### src/include/rtc_ctrl_pkg.sv
// constants, field layouts and carriers of the clock-control and alarm-control block
package rtc_ctrl_pkg;

  // register byte offsets (low 12 address bits) and set/clear/invert aliases
  localparam logic [11:0] OFS_CLOCK_CONTROL = 12'h200;
  localparam logic [11:0] OFS_ALARM_CONTROL = 12'h210;
  localparam logic [11:0] OFS_TIME_VALUE    = 12'h220;
  localparam logic [1:0]  OP_WRITE          = 2'h0;
  localparam logic [1:0]  OP_CLEAR          = 2'h1;
  localparam logic [1:0]  OP_SET            = 2'h2;
  localparam logic [1:0]  OP_INVERT         = 2'h3;

  // clock_control field positions
  localparam int CC_CAL_LSB      = 16;
  localparam int CC_CAL_W        = 10;
  localparam int CC_ON           = 15;
  localparam int CC_STOP_IDLE    = 13;
  localparam int CC_OUT_SEL      = 7;
  localparam int CC_CLK_RUN      = 6;
  localparam int CC_WREN         = 3;
  localparam int CC_VAL_SYNC     = 2;
  localparam int CC_HALF_SEC     = 1;
  localparam int CC_PIN_OE       = 0;

  // alarm_control field positions
  localparam int AC_ENABLE       = 15;
  localparam int AC_CHIME        = 14;
  localparam int AC_PULSE        = 13;
  localparam int AC_SYNC         = 12;
  localparam int AC_MASK_LSB     = 8;
  localparam int AC_RPT_LSB      = 0;

  // time_value: seconds in bits 14:8, low byte unimplemented
  localparam logic [31:0] TIME_WR_MASK  = 32'hffffff00;
  localparam logic [31:0] TIME_SEC_MASK = 32'h00007f00;

  // interval mask codes
  localparam logic [3:0] MASK_HALF_SEC = 4'h0;
  localparam logic [3:0] MASK_SEC      = 4'h1;
  localparam logic [3:0] MASK_TEN_SEC  = 4'h2;
  localparam logic [3:0] MASK_MIN      = 4'h3;
  localparam logic [3:0] MASK_TEN_MIN  = 4'h4;
  localparam logic [3:0] MASK_HOUR     = 4'h5;
  localparam logic [3:0] MASK_DAY      = 4'h6;
  localparam logic [3:0] MASK_WEEK     = 4'h7;
  localparam logic [3:0] MASK_MONTH    = 4'h8;
  localparam logic [3:0] MASK_YEAR     = 4'h9;

  // timing
  localparam int RTC_FREQ_HZ     = 32768;
  localparam int HCLK_FREQ_HZ    = 200000000;
  localparam int RTC_PERIOD_CYC  = HCLK_FREQ_HZ / RTC_FREQ_HZ;
  localparam int SYNC_WINDOW_RTC = 32;
  localparam int SEC_PER_MIN     = 60;
  localparam logic [7:0] RPT_MAX = 8'hff;

  // reset values (power-on only)
  localparam logic [31:0] CLOCK_CONTROL_RST = 32'h00000000;
  localparam logic [31:0] ALARM_CONTROL_RST = 32'h00000000;

  typedef struct packed {
    logic [9:0] cal;
    logic       on;
    logic       stop_in_idle;
    logic       output_source_select;
    logic       value_write_enable;
    logic       output_pin_enable;
  } clock_control_t;

  typedef struct packed {
    logic       alarm_enable;
    logic       chime;
    logic [3:0] alarm_interval_mask;
    logic [7:0] alarm_repeat_count;
  } alarm_control_t;

  // boundary pulses from the calendar counters, one hclk cycle each
  typedef struct packed {
    logic ten_sec;
    logic minute;
    logic ten_min;
    logic hour;
    logic day;
    logic week;
    logic month;
    logic year;
  } cal_tick_t;

endpackage

### src/hw/rtc_ctrl.sv
// clock-control and alarm-control logic of the real-time clock, AHB-Lite slave
//
// Functional notes
// - calibration is signed; positive N inserts N extra pulses every minute.
// - negative calibration removes pulses per minute, one up to 512.
// - module runs only when on; on is writable only with write-enable set.
// - stop-in-idle gates the bus clock to the module while processor idles.
// - output select one routes seconds clock to pin, zero the alarm pulse.
// - pin is driven only while output enable is one.
// - read-only running status is one while the module is on and the clock source runs.
// - time/date value writes are accepted only while write-enable is one.
// - write-enable can be set only after the system unlock is open.
// - value sync flag is one while a rollover ripple may disturb reads.
// - half-second status is one in second half; cleared by seconds writes.
// - alarms only while enabled; cleared at event with count zero, chime off.
// - chime on wraps repeat count zero to maximum; off stops at zero.
// - pulse level writable while alarm disabled; reads live pulse when enabled.
// - alarm sync is one within 32 clocks of a half-second rollover.
// - mask codes zero to nine select half-second up to yearly intervals.
// - both control registers are cleared only by power-on reset.
// - repeat count decrements every alarm event but holds at zero with chime off; with chime off N gives N plus one alarms.
// - time value holds BCD hours, minutes, seconds; writable with write-enable.
//
// The AHB-Lite interface to the registers and the register addresses were decided locally.
`timescale 1ns/1ps

module rtc_ctrl
  import rtc_ctrl_pkg::*;
#(
  parameter int LOSS_CYCLES = 2 * RTC_PERIOD_CYC
)(
  // clock and power-on reset
  input  wire logic        hclk,
  input  wire logic        hresetn,
  // AHB-Lite slave
  input  wire logic        hsel,
  input  wire logic [31:0] haddr,
  input  wire logic [1:0]  htrans,
  input  wire logic        hwrite,
  input  wire logic [2:0]  hsize,
  input  wire logic [31:0] hwdata,
  input  wire logic        hready,
  output logic      [31:0] hrdata,
  output logic             hreadyout,
  output logic             hresp,
  // system side
  input  wire logic        rtc_clk_pin,
  input  wire logic        cpu_idle,
  input  wire logic        unlock_open,
  input  wire cal_tick_t   cal_tick,
  input  wire logic        alarm_match,
  output logic             bus_clk_run,
  output logic             alarm_evt,
  // output pin
  output logic             rtc_pin_out,
  output logic             rtc_pin_oe
);

  if (LOSS_CYCLES < RTC_PERIOD_CYC + 1 || LOSS_CYCLES > 65535)
    $error("rtc_ctrl: LOSS_CYCLES out of range");

  ////////////////////////////////////////////////////////////////////////////
  // state

  clock_control_t cc_ff;
  alarm_control_t ac_ff;
  logic           pulse_ff;
  logic [31:0]    time_ff;
  logic [14:0]    presc_ff;
  logic [5:0]     sec_cnt_ff;
  logic [9:0]     cal_left_ff;
  logic           cal_neg_ff;
  logic [15:0]    loss_ff;
  logic [2:0]     rtc_sync_ff;
  logic           wr_pend_ff;
  logic           rd_pend_ff;
  logic [11:0]    addr_ff;
  logic [31:0]    hrdata_ff;
  logic           hreadyout_ff;
  logic           bus_clk_run_ff;
  logic           alarm_evt_ff;
  logic           pin_out_ff;
  logic           pin_oe_ff;

  ////////////////////////////////////////////////////////////////////////////
  // rtc clock edge detect; stage 0 is read only by stage 1

  logic rtc_tick;
  logic clk_running;
  assign rtc_tick    = rtc_sync_ff[1] & ~rtc_sync_ff[2];
  assign clk_running = (loss_ff != 16'h0000);

  always_ff @(posedge hclk or negedge hresetn)
  begin
    if (!hresetn)
      rtc_sync_ff <= 3'h0;
    else
      rtc_sync_ff <= {rtc_sync_ff[1:0], rtc_clk_pin};
  end

  // running status drops once no edge is seen for LOSS_CYCLES
  always_ff @(posedge hclk or negedge hresetn)
  begin
    if (!hresetn)
      loss_ff <= 16'h0000;
    else if (rtc_tick)
      loss_ff <= 16'(LOSS_CYCLES);
    else if (clk_running)
      loss_ff <= loss_ff - 16'h0001;
  end

  ////////////////////////////////////////////////////////////////////////////
  // bus decode

  logic        addr_phase;
  logic        wr_cc;
  logic        wr_ac;
  logic        wr_time;
  logic [1:0]  wr_op;
  logic [31:0] rd_cc;
  logic [31:0] rd_ac;
  logic [31:0] rd_mux;

  assign addr_phase = hsel & htrans[1] & hready;
  assign wr_op      = addr_ff[3:2];
  assign wr_cc      = wr_pend_ff & (addr_ff[11:4] == OFS_CLOCK_CONTROL[11:4]);
  assign wr_ac      = wr_pend_ff & (addr_ff[11:4] == OFS_ALARM_CONTROL[11:4]);
  assign wr_time    = wr_pend_ff & (addr_ff[11:4] == OFS_TIME_VALUE[11:4]);

  function automatic logic [31:0] apply_op(input logic [1:0] op,
                                           input logic [31:0] cur,
                                           input logic [31:0] d);
    case (op)
      OP_CLEAR:  apply_op = cur & ~d;
      OP_SET:    apply_op = cur | d;
      OP_INVERT: apply_op = cur ^ d;
      default:   apply_op = d;
    endcase
  endfunction

  ////////////////////////////////////////////////////////////////////////////
  // prescaler, half-second, minute and calibration

  logic [1:0]  step;
  logic [15:0] presc_sum;
  logic        sec_roll;
  logic        half_roll;
  logic        minute_roll;
  logic        val_sync;
  logic        alm_sync;
  logic        counting;
  logic [9:0]  cal_mag;
  logic        sec_write;

  assign counting  = cc_ff.on & clk_running;
  // inserted pulse doubles a step, removed pulse holds the count
  assign step      = (cal_left_ff == 10'h000) ? 2'h1 :
                     (cal_neg_ff ? 2'h0 : 2'h2);
  assign presc_sum = {1'b0, presc_ff} + {14'h0000, step};
  assign sec_roll  = counting & rtc_tick & presc_sum[15];
  assign half_roll = counting & rtc_tick & (presc_sum[14] != presc_ff[14]);
  assign minute_roll = sec_roll & (sec_cnt_ff == 6'(SEC_PER_MIN - 1));
  assign cal_mag   = cc_ff.cal[9] ? 10'(-cc_ff.cal) : cc_ff.cal;
  // ripple windows: last 32 rtc clocks before each rollover
  assign val_sync  = cc_ff.on & (presc_ff >= 15'(RTC_FREQ_HZ - SYNC_WINDOW_RTC));
  assign alm_sync  = cc_ff.on & (presc_ff[13:0] >= 14'(RTC_FREQ_HZ/2 - SYNC_WINDOW_RTC));
  // a plain write always rewrites the seconds digits, even with zeros
  assign sec_write = wr_time & cc_ff.value_write_enable &
                     ((wr_op == OP_WRITE) | ((hwdata & TIME_SEC_MASK) != 32'h0));

  always_ff @(posedge hclk or negedge hresetn)
  begin
    if (!hresetn)
      presc_ff <= 15'h0000;
    else if (sec_write)
      presc_ff <= 15'h0000;
    else if (counting && rtc_tick)
      presc_ff <= presc_sum[14:0];
  end

  always_ff @(posedge hclk or negedge hresetn)
  begin
    if (!hresetn)
      sec_cnt_ff <= 6'h00;
    else if (minute_roll)
      sec_cnt_ff <= 6'h00;
    else if (sec_roll)
      sec_cnt_ff <= sec_cnt_ff + 6'h01;
  end

  // at each minute boundary reload the pulses to insert or remove
  always_ff @(posedge hclk or negedge hresetn)
  begin
    if (!hresetn)
    begin
      cal_left_ff <= 10'h000;
      cal_neg_ff  <= 1'b0;
    end
    else if (minute_roll)
    begin
      cal_left_ff <= cal_mag;
      cal_neg_ff  <= cc_ff.cal[9];
    end
    else if (counting && rtc_tick && cal_left_ff != 10'h000)
      cal_left_ff <= cal_left_ff - 10'h001;
  end

  ////////////////////////////////////////////////////////////////////////////
  // clock_control register (power-on reset only)

  logic [31:0] cc_new;
  assign rd_cc = {6'h00, cc_ff.cal, cc_ff.on, 1'b0, cc_ff.stop_in_idle, 5'h00,
                  cc_ff.output_source_select, cc_ff.on & clk_running, 2'h0,
                  cc_ff.value_write_enable, val_sync, presc_ff[14],
                  cc_ff.output_pin_enable};
  assign cc_new = apply_op(wr_op, rd_cc, hwdata);

  always_ff @(posedge hclk or negedge hresetn)
  begin
    if (!hresetn)
      cc_ff <= clock_control_t'({CLOCK_CONTROL_RST[CC_CAL_LSB +: CC_CAL_W],
                                 CLOCK_CONTROL_RST[CC_ON],
                                 CLOCK_CONTROL_RST[CC_STOP_IDLE],
                                 CLOCK_CONTROL_RST[CC_OUT_SEL],
                                 CLOCK_CONTROL_RST[CC_WREN],
                                 CLOCK_CONTROL_RST[CC_PIN_OE]});
    else if (wr_cc)
    begin
      cc_ff.cal                  <= cc_new[CC_CAL_LSB +: CC_CAL_W];
      cc_ff.stop_in_idle         <= cc_new[CC_STOP_IDLE];
      cc_ff.output_source_select <= cc_new[CC_OUT_SEL];
      cc_ff.output_pin_enable    <= cc_new[CC_PIN_OE];
      if (cc_ff.value_write_enable)
        cc_ff.on <= cc_new[CC_ON];
      // setting needs the unlock, clearing is always allowed
      if (!cc_new[CC_WREN] || unlock_open)
        cc_ff.value_write_enable <= cc_new[CC_WREN];
    end
  end

  ////////////////////////////////////////////////////////////////////////////
  // time value storage; BCD counting lives in the calendar unit

  always_ff @(posedge hclk or negedge hresetn)
  begin
    if (!hresetn)
      time_ff <= 32'h00000000;
    else if (wr_time && cc_ff.value_write_enable)
      time_ff <= apply_op(wr_op, time_ff, hwdata) & TIME_WR_MASK;
  end

  ////////////////////////////////////////////////////////////////////////////
  // alarm event and alarm_control register

  logic        interval_tick;
  logic        alarm_hit;
  logic [31:0] ac_new;

  // a yearly alarm on a leap day matches only in leap years
  always_comb
  begin
    case (ac_ff.alarm_interval_mask)
      MASK_HALF_SEC: interval_tick = half_roll;
      MASK_SEC:      interval_tick = sec_roll;
      MASK_TEN_SEC:  interval_tick = cal_tick.ten_sec;
      MASK_MIN:      interval_tick = cal_tick.minute;
      MASK_TEN_MIN:  interval_tick = cal_tick.ten_min;
      MASK_HOUR:     interval_tick = cal_tick.hour;
      MASK_DAY:      interval_tick = cal_tick.day;
      MASK_WEEK:     interval_tick = cal_tick.week;
      MASK_MONTH:    interval_tick = cal_tick.month;
      MASK_YEAR:     interval_tick = cal_tick.year;
      default:       interval_tick = 1'b0;
    endcase
  end

  assign alarm_hit = cc_ff.on & ac_ff.alarm_enable & interval_tick & alarm_match;
  assign rd_ac  = {16'h0000, ac_ff.alarm_enable, ac_ff.chime, pulse_ff, alm_sync,
                   ac_ff.alarm_interval_mask, ac_ff.alarm_repeat_count};
  assign ac_new = apply_op(wr_op, rd_ac, hwdata);

  // an alarm in the same cycle as a write takes precedence over the write
  always_ff @(posedge hclk or negedge hresetn)
  begin
    if (!hresetn)
    begin
      ac_ff    <= alarm_control_t'({ALARM_CONTROL_RST[AC_ENABLE],
                                    ALARM_CONTROL_RST[AC_CHIME],
                                    ALARM_CONTROL_RST[AC_MASK_LSB +: 4],
                                    ALARM_CONTROL_RST[AC_RPT_LSB +: 8]});
      pulse_ff <= ALARM_CONTROL_RST[AC_PULSE];
    end
    else if (alarm_hit)
    begin
      pulse_ff <= ~pulse_ff;
      if (ac_ff.alarm_repeat_count != 8'h00)
        ac_ff.alarm_repeat_count <= ac_ff.alarm_repeat_count - 8'h01;
      else if (ac_ff.chime)
        ac_ff.alarm_repeat_count <= RPT_MAX;
      else
        ac_ff.alarm_enable <= 1'b0;
    end
    else if (wr_ac)
    begin
      ac_ff.alarm_enable        <= ac_new[AC_ENABLE];
      ac_ff.chime               <= ac_new[AC_CHIME];
      ac_ff.alarm_interval_mask <= ac_new[AC_MASK_LSB +: 4];
      ac_ff.alarm_repeat_count  <= ac_new[AC_RPT_LSB +: 8];
      if (!ac_ff.alarm_enable)
        pulse_ff <= ac_new[AC_PULSE];
    end
  end

  ////////////////////////////////////////////////////////////////////////////
  // AHB-Lite slave: writes take no wait, reads one wait state

  assign rd_mux = (addr_ff[11:4] == OFS_CLOCK_CONTROL[11:4]) ? rd_cc :
                  (addr_ff[11:4] == OFS_ALARM_CONTROL[11:4]) ? rd_ac :
                  (addr_ff[11:4] == OFS_TIME_VALUE[11:4])    ? time_ff : 32'h00000000;

  always_ff @(posedge hclk or negedge hresetn)
  begin
    if (!hresetn)
    begin
      wr_pend_ff   <= 1'b0;
      rd_pend_ff   <= 1'b0;
      addr_ff      <= 12'h000;
      hrdata_ff    <= 32'h00000000;
      hreadyout_ff <= 1'b1;
    end
    else
    begin
      wr_pend_ff   <= addr_phase & hwrite;
      rd_pend_ff   <= addr_phase & ~hwrite;
      hreadyout_ff <= ~(addr_phase & ~hwrite);
      if (addr_phase)
        addr_ff <= haddr[11:0];
      if (rd_pend_ff)
        hrdata_ff <= rd_mux;
    end
  end

  ////////////////////////////////////////////////////////////////////////////
  // pin, idle gate and event outputs

  always_ff @(posedge hclk or negedge hresetn)
  begin
    if (!hresetn)
    begin
      bus_clk_run_ff <= 1'b1;
      alarm_evt_ff   <= 1'b0;
      pin_out_ff     <= 1'b0;
      pin_oe_ff      <= 1'b0;
    end
    else
    begin
      bus_clk_run_ff <= ~(cc_ff.stop_in_idle & cpu_idle);
      alarm_evt_ff   <= alarm_hit;
      pin_out_ff     <= cc_ff.output_source_select ? presc_ff[14] : pulse_ff;
      pin_oe_ff      <= cc_ff.output_pin_enable & cc_ff.on;
    end
  end

  assign hrdata      = hrdata_ff;
  assign hreadyout   = hreadyout_ff;
  assign hresp       = 1'b0;
  assign bus_clk_run = bus_clk_run_ff;
  assign alarm_evt   = alarm_evt_ff;
  assign rtc_pin_out = pin_out_ff;
  assign rtc_pin_oe  = pin_oe_ff;

endmodule // rtc_ctrl

### config.mk
export PLATFORM = sky130hd
export DESIGN_NAME = rtc_ctrl
export DESIGN_NICKNAME = d
export VERILOG_FILES = /design/src/include/rtc_ctrl_pkg.sv /design/src/hw/rtc_ctrl.sv
export SDC_FILE = /design/constraint.sdc
export NUM_CORES = 1
export LEC_CHECK = 0
export CORE_UTILIZATION = 66
export CTS_BUF_LIST = sky130_fd_sc_hd__clkbuf_4 sky130_fd_sc_hd__clkbuf_8
export CTS_CLUSTER_SIZE = 10
export DETAILED_ROUTE_END_ITERATION = 10
export DONT_BUFFER_PORTS = 1
export GPL_TIMING_DRIVEN = 0
export PLACE_DENSITY = 0.93
export RECOVER_POWER = 50
export SLEW_MARGIN = 20
export SYNTH_ARGS = -nofsm -noshare
export SYNTH_HDL_FRONTEND = slang
export SYNTH_SLANG_ARGS = --single-unit
### constraint.sdc
create_clock -name hclk -period 4.2 [get_ports hclk]
set_input_delay 0.84 -clock hclk [delete_from_list [all_inputs] [get_ports hclk]]
set_output_delay 0.84 -clock hclk [all_outputs]
set_load 0.02 [all_outputs]
---- Yosys cells after proc, flatten, opt, wreduce, memory -nomap -nowiden ----
Index checks and enable logic that the tools add are counted.
W data, S select, Z words.
storage, ports and cells
  register bits after elaboration ......... 156
  input bits .............................. 86
  output and inout bits ................... 38
  word-level logic and storage cells ...... 147
cells by class
  add/sub/neg operators ................... 6
  $lt $le $gt $ge ......................... 2
  equality and inequality tests ........... 21
  multiplexer cells ....................... 29
  bitwise logic cells ..................... 39
  reductions and logical operators ........ 23
operators by type and width
  kind                     count
  $mux W32                 3
  $pmux W32 S3             1
  $pmux W26 S3             1
  $pmux W16 S3             1
  $and A32 B32 Y32         1
  $mux W16                 2
  $not A32 Y32             1
  $or A32 B32 Y32          1
  $reduce_bool A32 Y1      1
  $xor A32 B32 Y32         1
  $mux W10                 3
  $mux W15                 2
  $and A26 B26 Y26         1
  $or A26 B26 Y26          1
  $xor A26 B26 Y26         1
  $eq A8 B6 Y1 const B     3
  $mux W8                  3
  $and A1 B1 Y1            22
  $add A15 B2 Y16          1
  $and A16 B16 Y16         1
  $eq A4 B3 Y1 const B     4
  $or A16 B16 Y16          1
  $reduce_bool A16 Y1      1
  $sub A16 B1 Y16 const B  1
  35 further kinds         62

---- Longest topological paths before layout ----
  depth in word-level cells ............... 10
  mapped depth ............................ 16
  depth with buffers taken out ............ 15

---- Worst setup path before layout ----
Ideal clock, no wire load.
  path kind ............................... register to register
  start ................................... reg cal_left_ff[2]
  end ..................................... reg ac_ff[1] in the netlist's numbering
  library setup time ...................... 0.125 ns
  arrival ................................. 3.659 ns
  required time ........................... 4.075 ns
  path slack .............................. 0.416 ns
  cell stages (with the launch flop) ...... 14
  path buffers ............................ 0
  period minus slack after synthesis ...... 3.784 ns
  cells stage by stage .................... dfrtp_1 -> or4_1 -> nor3_1 -> nor4b_4 -> or2_2 -> inv_1 -> ha_1 -> a21oi_1 -> nor3_2 -> o21ai_1 -> or3_1 -> a211o_1 -> nand2_1 -> mux2_2
between the ends
  word-level cells in the longest chain between the ends .. 10
  elaborated cells on any way between the ends .. 13
  classes of those cells .................. add/sub (1); eq/ne (2); mux (3); bitwise (4); reduce/logical (3)
RTL lines
  element                                                       line             source
  start, declared                                               rtc_ctrl.sv:71   logic [9:0] cal_left_ff;
  start signal, assigned                                        rtc_ctrl.sv:201  cal_left_ff <= cal_mag;
  start signal, assigned                                        rtc_ctrl.sv:205  cal_left_ff <= cal_left_ff - 10'h001;
  $logic_not A10 Y1 *                                           rtc_ctrl.sv:157  assign step = (cal_left_ff == 10'h000) ? 2'h1 :
  $mux W2 *                                                     rtc_ctrl.sv:157
  $add A15 B2 Y16 *                                             rtc_ctrl.sv:159  assign presc_sum = {1'b0, presc_ff} + {14'h0000, step};
  $ne A1 B1 Y1                                                  rtc_ctrl.sv:161  assign half_roll = counting & rtc_tick & (presc_sum[14] != presc_ff[14]);
  $and A1 B1 Y1                                                 rtc_ctrl.sv:161
  $pmux W1 S10 *                                                rtc_ctrl.sv:262  case (ac_ff.alarm_interval_mask)
  $and A1 B1 Y1 * (2 in a row)                                  rtc_ctrl.sv:277  assign alarm_hit = cc_ff.on & ac_ff.alarm_enable & interval_tick & alarm_match;
  $ne A3 B2 Y1 (no line) or $reduce_bool A2 Y1 (tied branches)  -
  $reduce_and A2 Y1 (no line)                                   -
  end signal, assigned                                          rtc_ctrl.sv:287  ac_ff <= alarm_control_t'({ALARM_CONTROL_RST[AC_ENABLE],
  end, declared                                                 rtc_ctrl.sv:66   alarm_control_t ac_ff;
Every way passes the cells marked *; elsewhere a longest branch is shown, timed or not.
A chain may end at the register's enable or synchronous reset.

---- Worst setup path after layout ----
  start ................................... reg cal_left_ff[2]
  end ..................................... reg ac_ff[5] in the netlist's numbering
Same word-level chain as after synthesis.

==> out/qor.csv <==
stage,metric,value,unit
sta,fmax,246,MHz
clock_network,CTS H-tree depth,4,
logic_synthesis,Mapped Avg Cell Area,9.40,µm²
outcome,outcome,completed,
grt,vias in the first global route,8929,
setup_path,critical path class,reg2reg,
route,"antenna viol nets, final",0,
clock_network,Root Buffer,clkbuf_8,
sta,unrepaired setup endpoints after global routing,no,
logic_synthesis,number of synthesized flops with an enable pin,0,
route,drt wl/cell,21.1,µm
route,Vias per Instance,6.60,
route,via count,8892,
power,Design Power,4290,µW
logic_synthesis,Commonest cells post-synth,"dfrtp_1 (152), inv_1 (126), nor2_1 (117), ha_1 (116), a21oi_1 (92)",
logic_synthesis,top cell type's share of synthesized area,0.367,
cells_and_area,Layout Cells excl Fill,1348,
power,P per Cell Area,385,nW/µm²
sta,Period minus WS final,4060,ps
logic_synthesis,most frequent cell after synthesis,dfrtp_1,
floorplanning,io pins,124,
hold_path,Worst Hold Class,in2async,
placed_design,Port Buf Inserts,0,
power,sequential fraction of design power,0.443,
power,Int Power,2760,µW
logic_synthesis,"FF+latch count, synth",154,
sta,Slew HR,0.296,
logic_synthesis,syn nets,1306,
clock_network,Clock Path Buffers,2,
cells_and_area,antenna cells,0,
power,combinational share of power,0.253,
power,P_sw,1530,µW
route,DRC viols,0,
sta,period utilisation layout,0.967,
logic_synthesis,Mapped Cells,1103,
setup_path,Critical Path AT,4450,ps
sta,setup TNS,0,ps
logic_synthesis,cells taking the most area after synthesis,"dfrtp_1 (37%), ha_1 (14%), mux2_2 (6.1%), inv_1 (4.6%), a21oi_1 (4.4%)",
cells_and_area,final net count,1327,
floorplanning,Initial Util,0.680,
floorplanning,Die Span Y,127,µm
logic_synthesis,"Warnings, synthesis",0,
floorplanning,Die X,127,µm
logic_synthesis,Post-synth ARST share,1.00,
setup_path,Critical Path RT,4590,ps
sta,Final Max Tran Viols,0,
clock_network,Num CTS Buffers,17,
grt,gr usage total,0.361,
grt,initial antenna violation count,1,
floorplanning,Core Area,15300,µm²
sta,actual slew at the worst max-slew pin,1040,ps
clock_network,worst skew pair latency,490,ps
power,Leakage Power,0.00512,µW
grt,first-pass GRT wire length,45000,µm
power,maximum VDD drop,0.000328,V
clock_network,Hold Buf Count CTS,0,
placed_design,Cells after DPL,1314,
power,clock share of power,0.304,
floorplanning,Core Rows,45,
placed_design,RD Place Congestion,0.911,
clock_network,CTS tree,done,
route,DR iter-0 viols,1002,
placed_design,Post-DP HPWL,19500,µm
sta,final hold vios,0,
clock_network,"Clk pin slew, worst setup/hold paths",100,ps
logic_synthesis,"Seq/Total Area, Yosys",0.372,
setup_path,crit end category,flip-flop,
logic_synthesis,"Top FF cell, synth",dfrtp_1,
setup_path,crit start category,flip-flop,
logic_synthesis,Mapped Area,10400,µm²
grt,grt ovf,0,
sta,Clock Skews,20.6,ps
flow_run,max_cap viols,0,
cells_and_area,area delta synth->final,7.31,%
floorplanning,full die area,16200,µm²
grt,largest net degree at the start of global routing,155,
setup_path,crit-path max FO,7,
clock_network,CTS sink cnt,154,
logic_synthesis,synth unique cells,74,
cells_and_area,share of post-route cells with drive strength above 1,0.127,
route,drt pass-1 iters,8,
logic_synthesis,"area leader, netlist",dfrtp_1,
route,routed wire length,28400,µm
sta,Final setup viols,0,
power,Sw Share,0.356,
==> logic make-up after synthesis <==
kind of cell / share of synthesized area
adders and majority gates: 0.142
other: 0.000361
AOI/OAI and AO/OA: 0.145
and+or+nand+nor: 0.130
DFF: 0.372
xor gates and xnor gates: 0.0363
buffers and inverters: 0.0716
muxes: 0.103
==> worst paths after layout <==
check                                     from              to  slack [ps]  cells after the start
worst max-delay path            cal_left_ff[2]        ac_ff[5]         140                     13
min in group hclk                  rtc_clk_pin  rtc_sync_ff[0]         370                      0
worst min register to register  rtc_sync_ff[0]  rtc_sync_ff[1]         380                      0
worst max register to register  cal_left_ff[2]        ac_ff[5]         140                     13
max in group asynchronous              hresetn       hreadyout        3880                      0
worst min-delay path                   hresetn    presc_ff[10]          50                      0
==> flip-flops by register name, indices dropped and copies added, names as in the netlist, 3 cells and up <==
register and cells:
hrdata 32, time_ff 24, loss_ff 16, cc_ff 15, presc_ff 15, ac_ff 14
addr_ff 10, cal_left_ff 10, sec_cnt_ff 6, rtc_sync_ff 3
==> metal layers <==
layer	wire, µm	part of all wire	vias up	track usage
met5	0	0	-	0
met4	1740	0.061	0	0.235
met3	3120	0.11	196	0.107
met2	13000	0.46	628	0.567
met1	10500	0.37	4230	0.434
li1	-	-	3838	-
==> final cells by class <==
cell class | count | area [µm²]
clock buffers | 17 | 234
multi-input cells | 763 | 5800
flip-flops and latches | 154 | 3860
repair buffers | 2 | 15.0
well taps | 211 | 264
inverters | 127 | 477
fillers | 989 | 4130
clock inverters | 15 | 216
plain buffers | 59 | 268
==> critical path, stage by stage, from the launching register on <==
cell	delay, ps
dfrtp_1	450
or4_4	590
nor3_4	190
nor4b_4	280
or2_2	190
inv_1	50
ha_1	270
a21oi_1	100
nor3_2	290
o21ai_2	180
or3_1	420
a211o_1	380
nand2_1	200
mux2_2	370
==> timing repair <==
| action | in CTS | in global routing |
|---|---|---|
| pin swaps | 0 | 1 |
| resized for setup | 1 | 6 |
| buffers inserted | 1 | 1 |
| endpoints found under the setup margin | 15 | 15 |
==> cells in the final DEF, fill, tap and decap left out, types with 4 or more instances in the layout <==
| cell | instances |
|---|---|
| nand2_1 | 65 |
| nand3_1 | 23 |
| and3_1 | 5 |
| mux2_2 | 56 |
| xnor2_1 | 25 |
| a22oi_1 | 22 |
| mux4_2 | 15 |
| nor2b_1 | 5 |
| nor3_1 | 14 |
| clkbuf_1 | 39 |
| mux2i_1 | 9 |
| nor2_1 | 117 |
| dfrtp_1 | 152 |
| o22ai_1 | 4 |
| nor3b_1 | 5 |
| a211oi_1 | 50 |
| buf_1 | 7 |
| bufinv_16 | 4 |
| clkbuf_8 | 17 |
| xor2_1 | 18 |
| buf_2 | 6 |
| nor4_1 | 4 |
| buf_6 | 4 |
| inv_1 | 126 |
| nand4_1 | 12 |
| a21oi_1 | 92 |
| ha_1 | 116 |
| nand2b_1 | 4 |
| o21ai_0 | 43 |
| clkinvlp_4 | 4 |
==> power by group through the flow <==
stage               clock (µW)  combinational, µW  sequential [µW]
floorplan                    0                799             1870
global placement             0                971             1910
detailed placement           0               1030             1920
CTS                       1290               1050             1890
global route              1350               1180             1920
finish                    1300               1090             1900
==> per-stage QoR <==
stage	setup WS, ps	instance area [µm²]	util	hold WS [ps]
2_1_floorplan	416	10400	-	331
3_3_place_gp	-53.1	10600	0.697	345
3_5_place_dp	-160	10600	0.697	350
4_1_cts	81.6	11100	0.728	45.3
5_1_grt	3.81	11100	0.730	46.2
6_report	140	11100	0.730	48.7
Power figures use the tool's default switching activity.
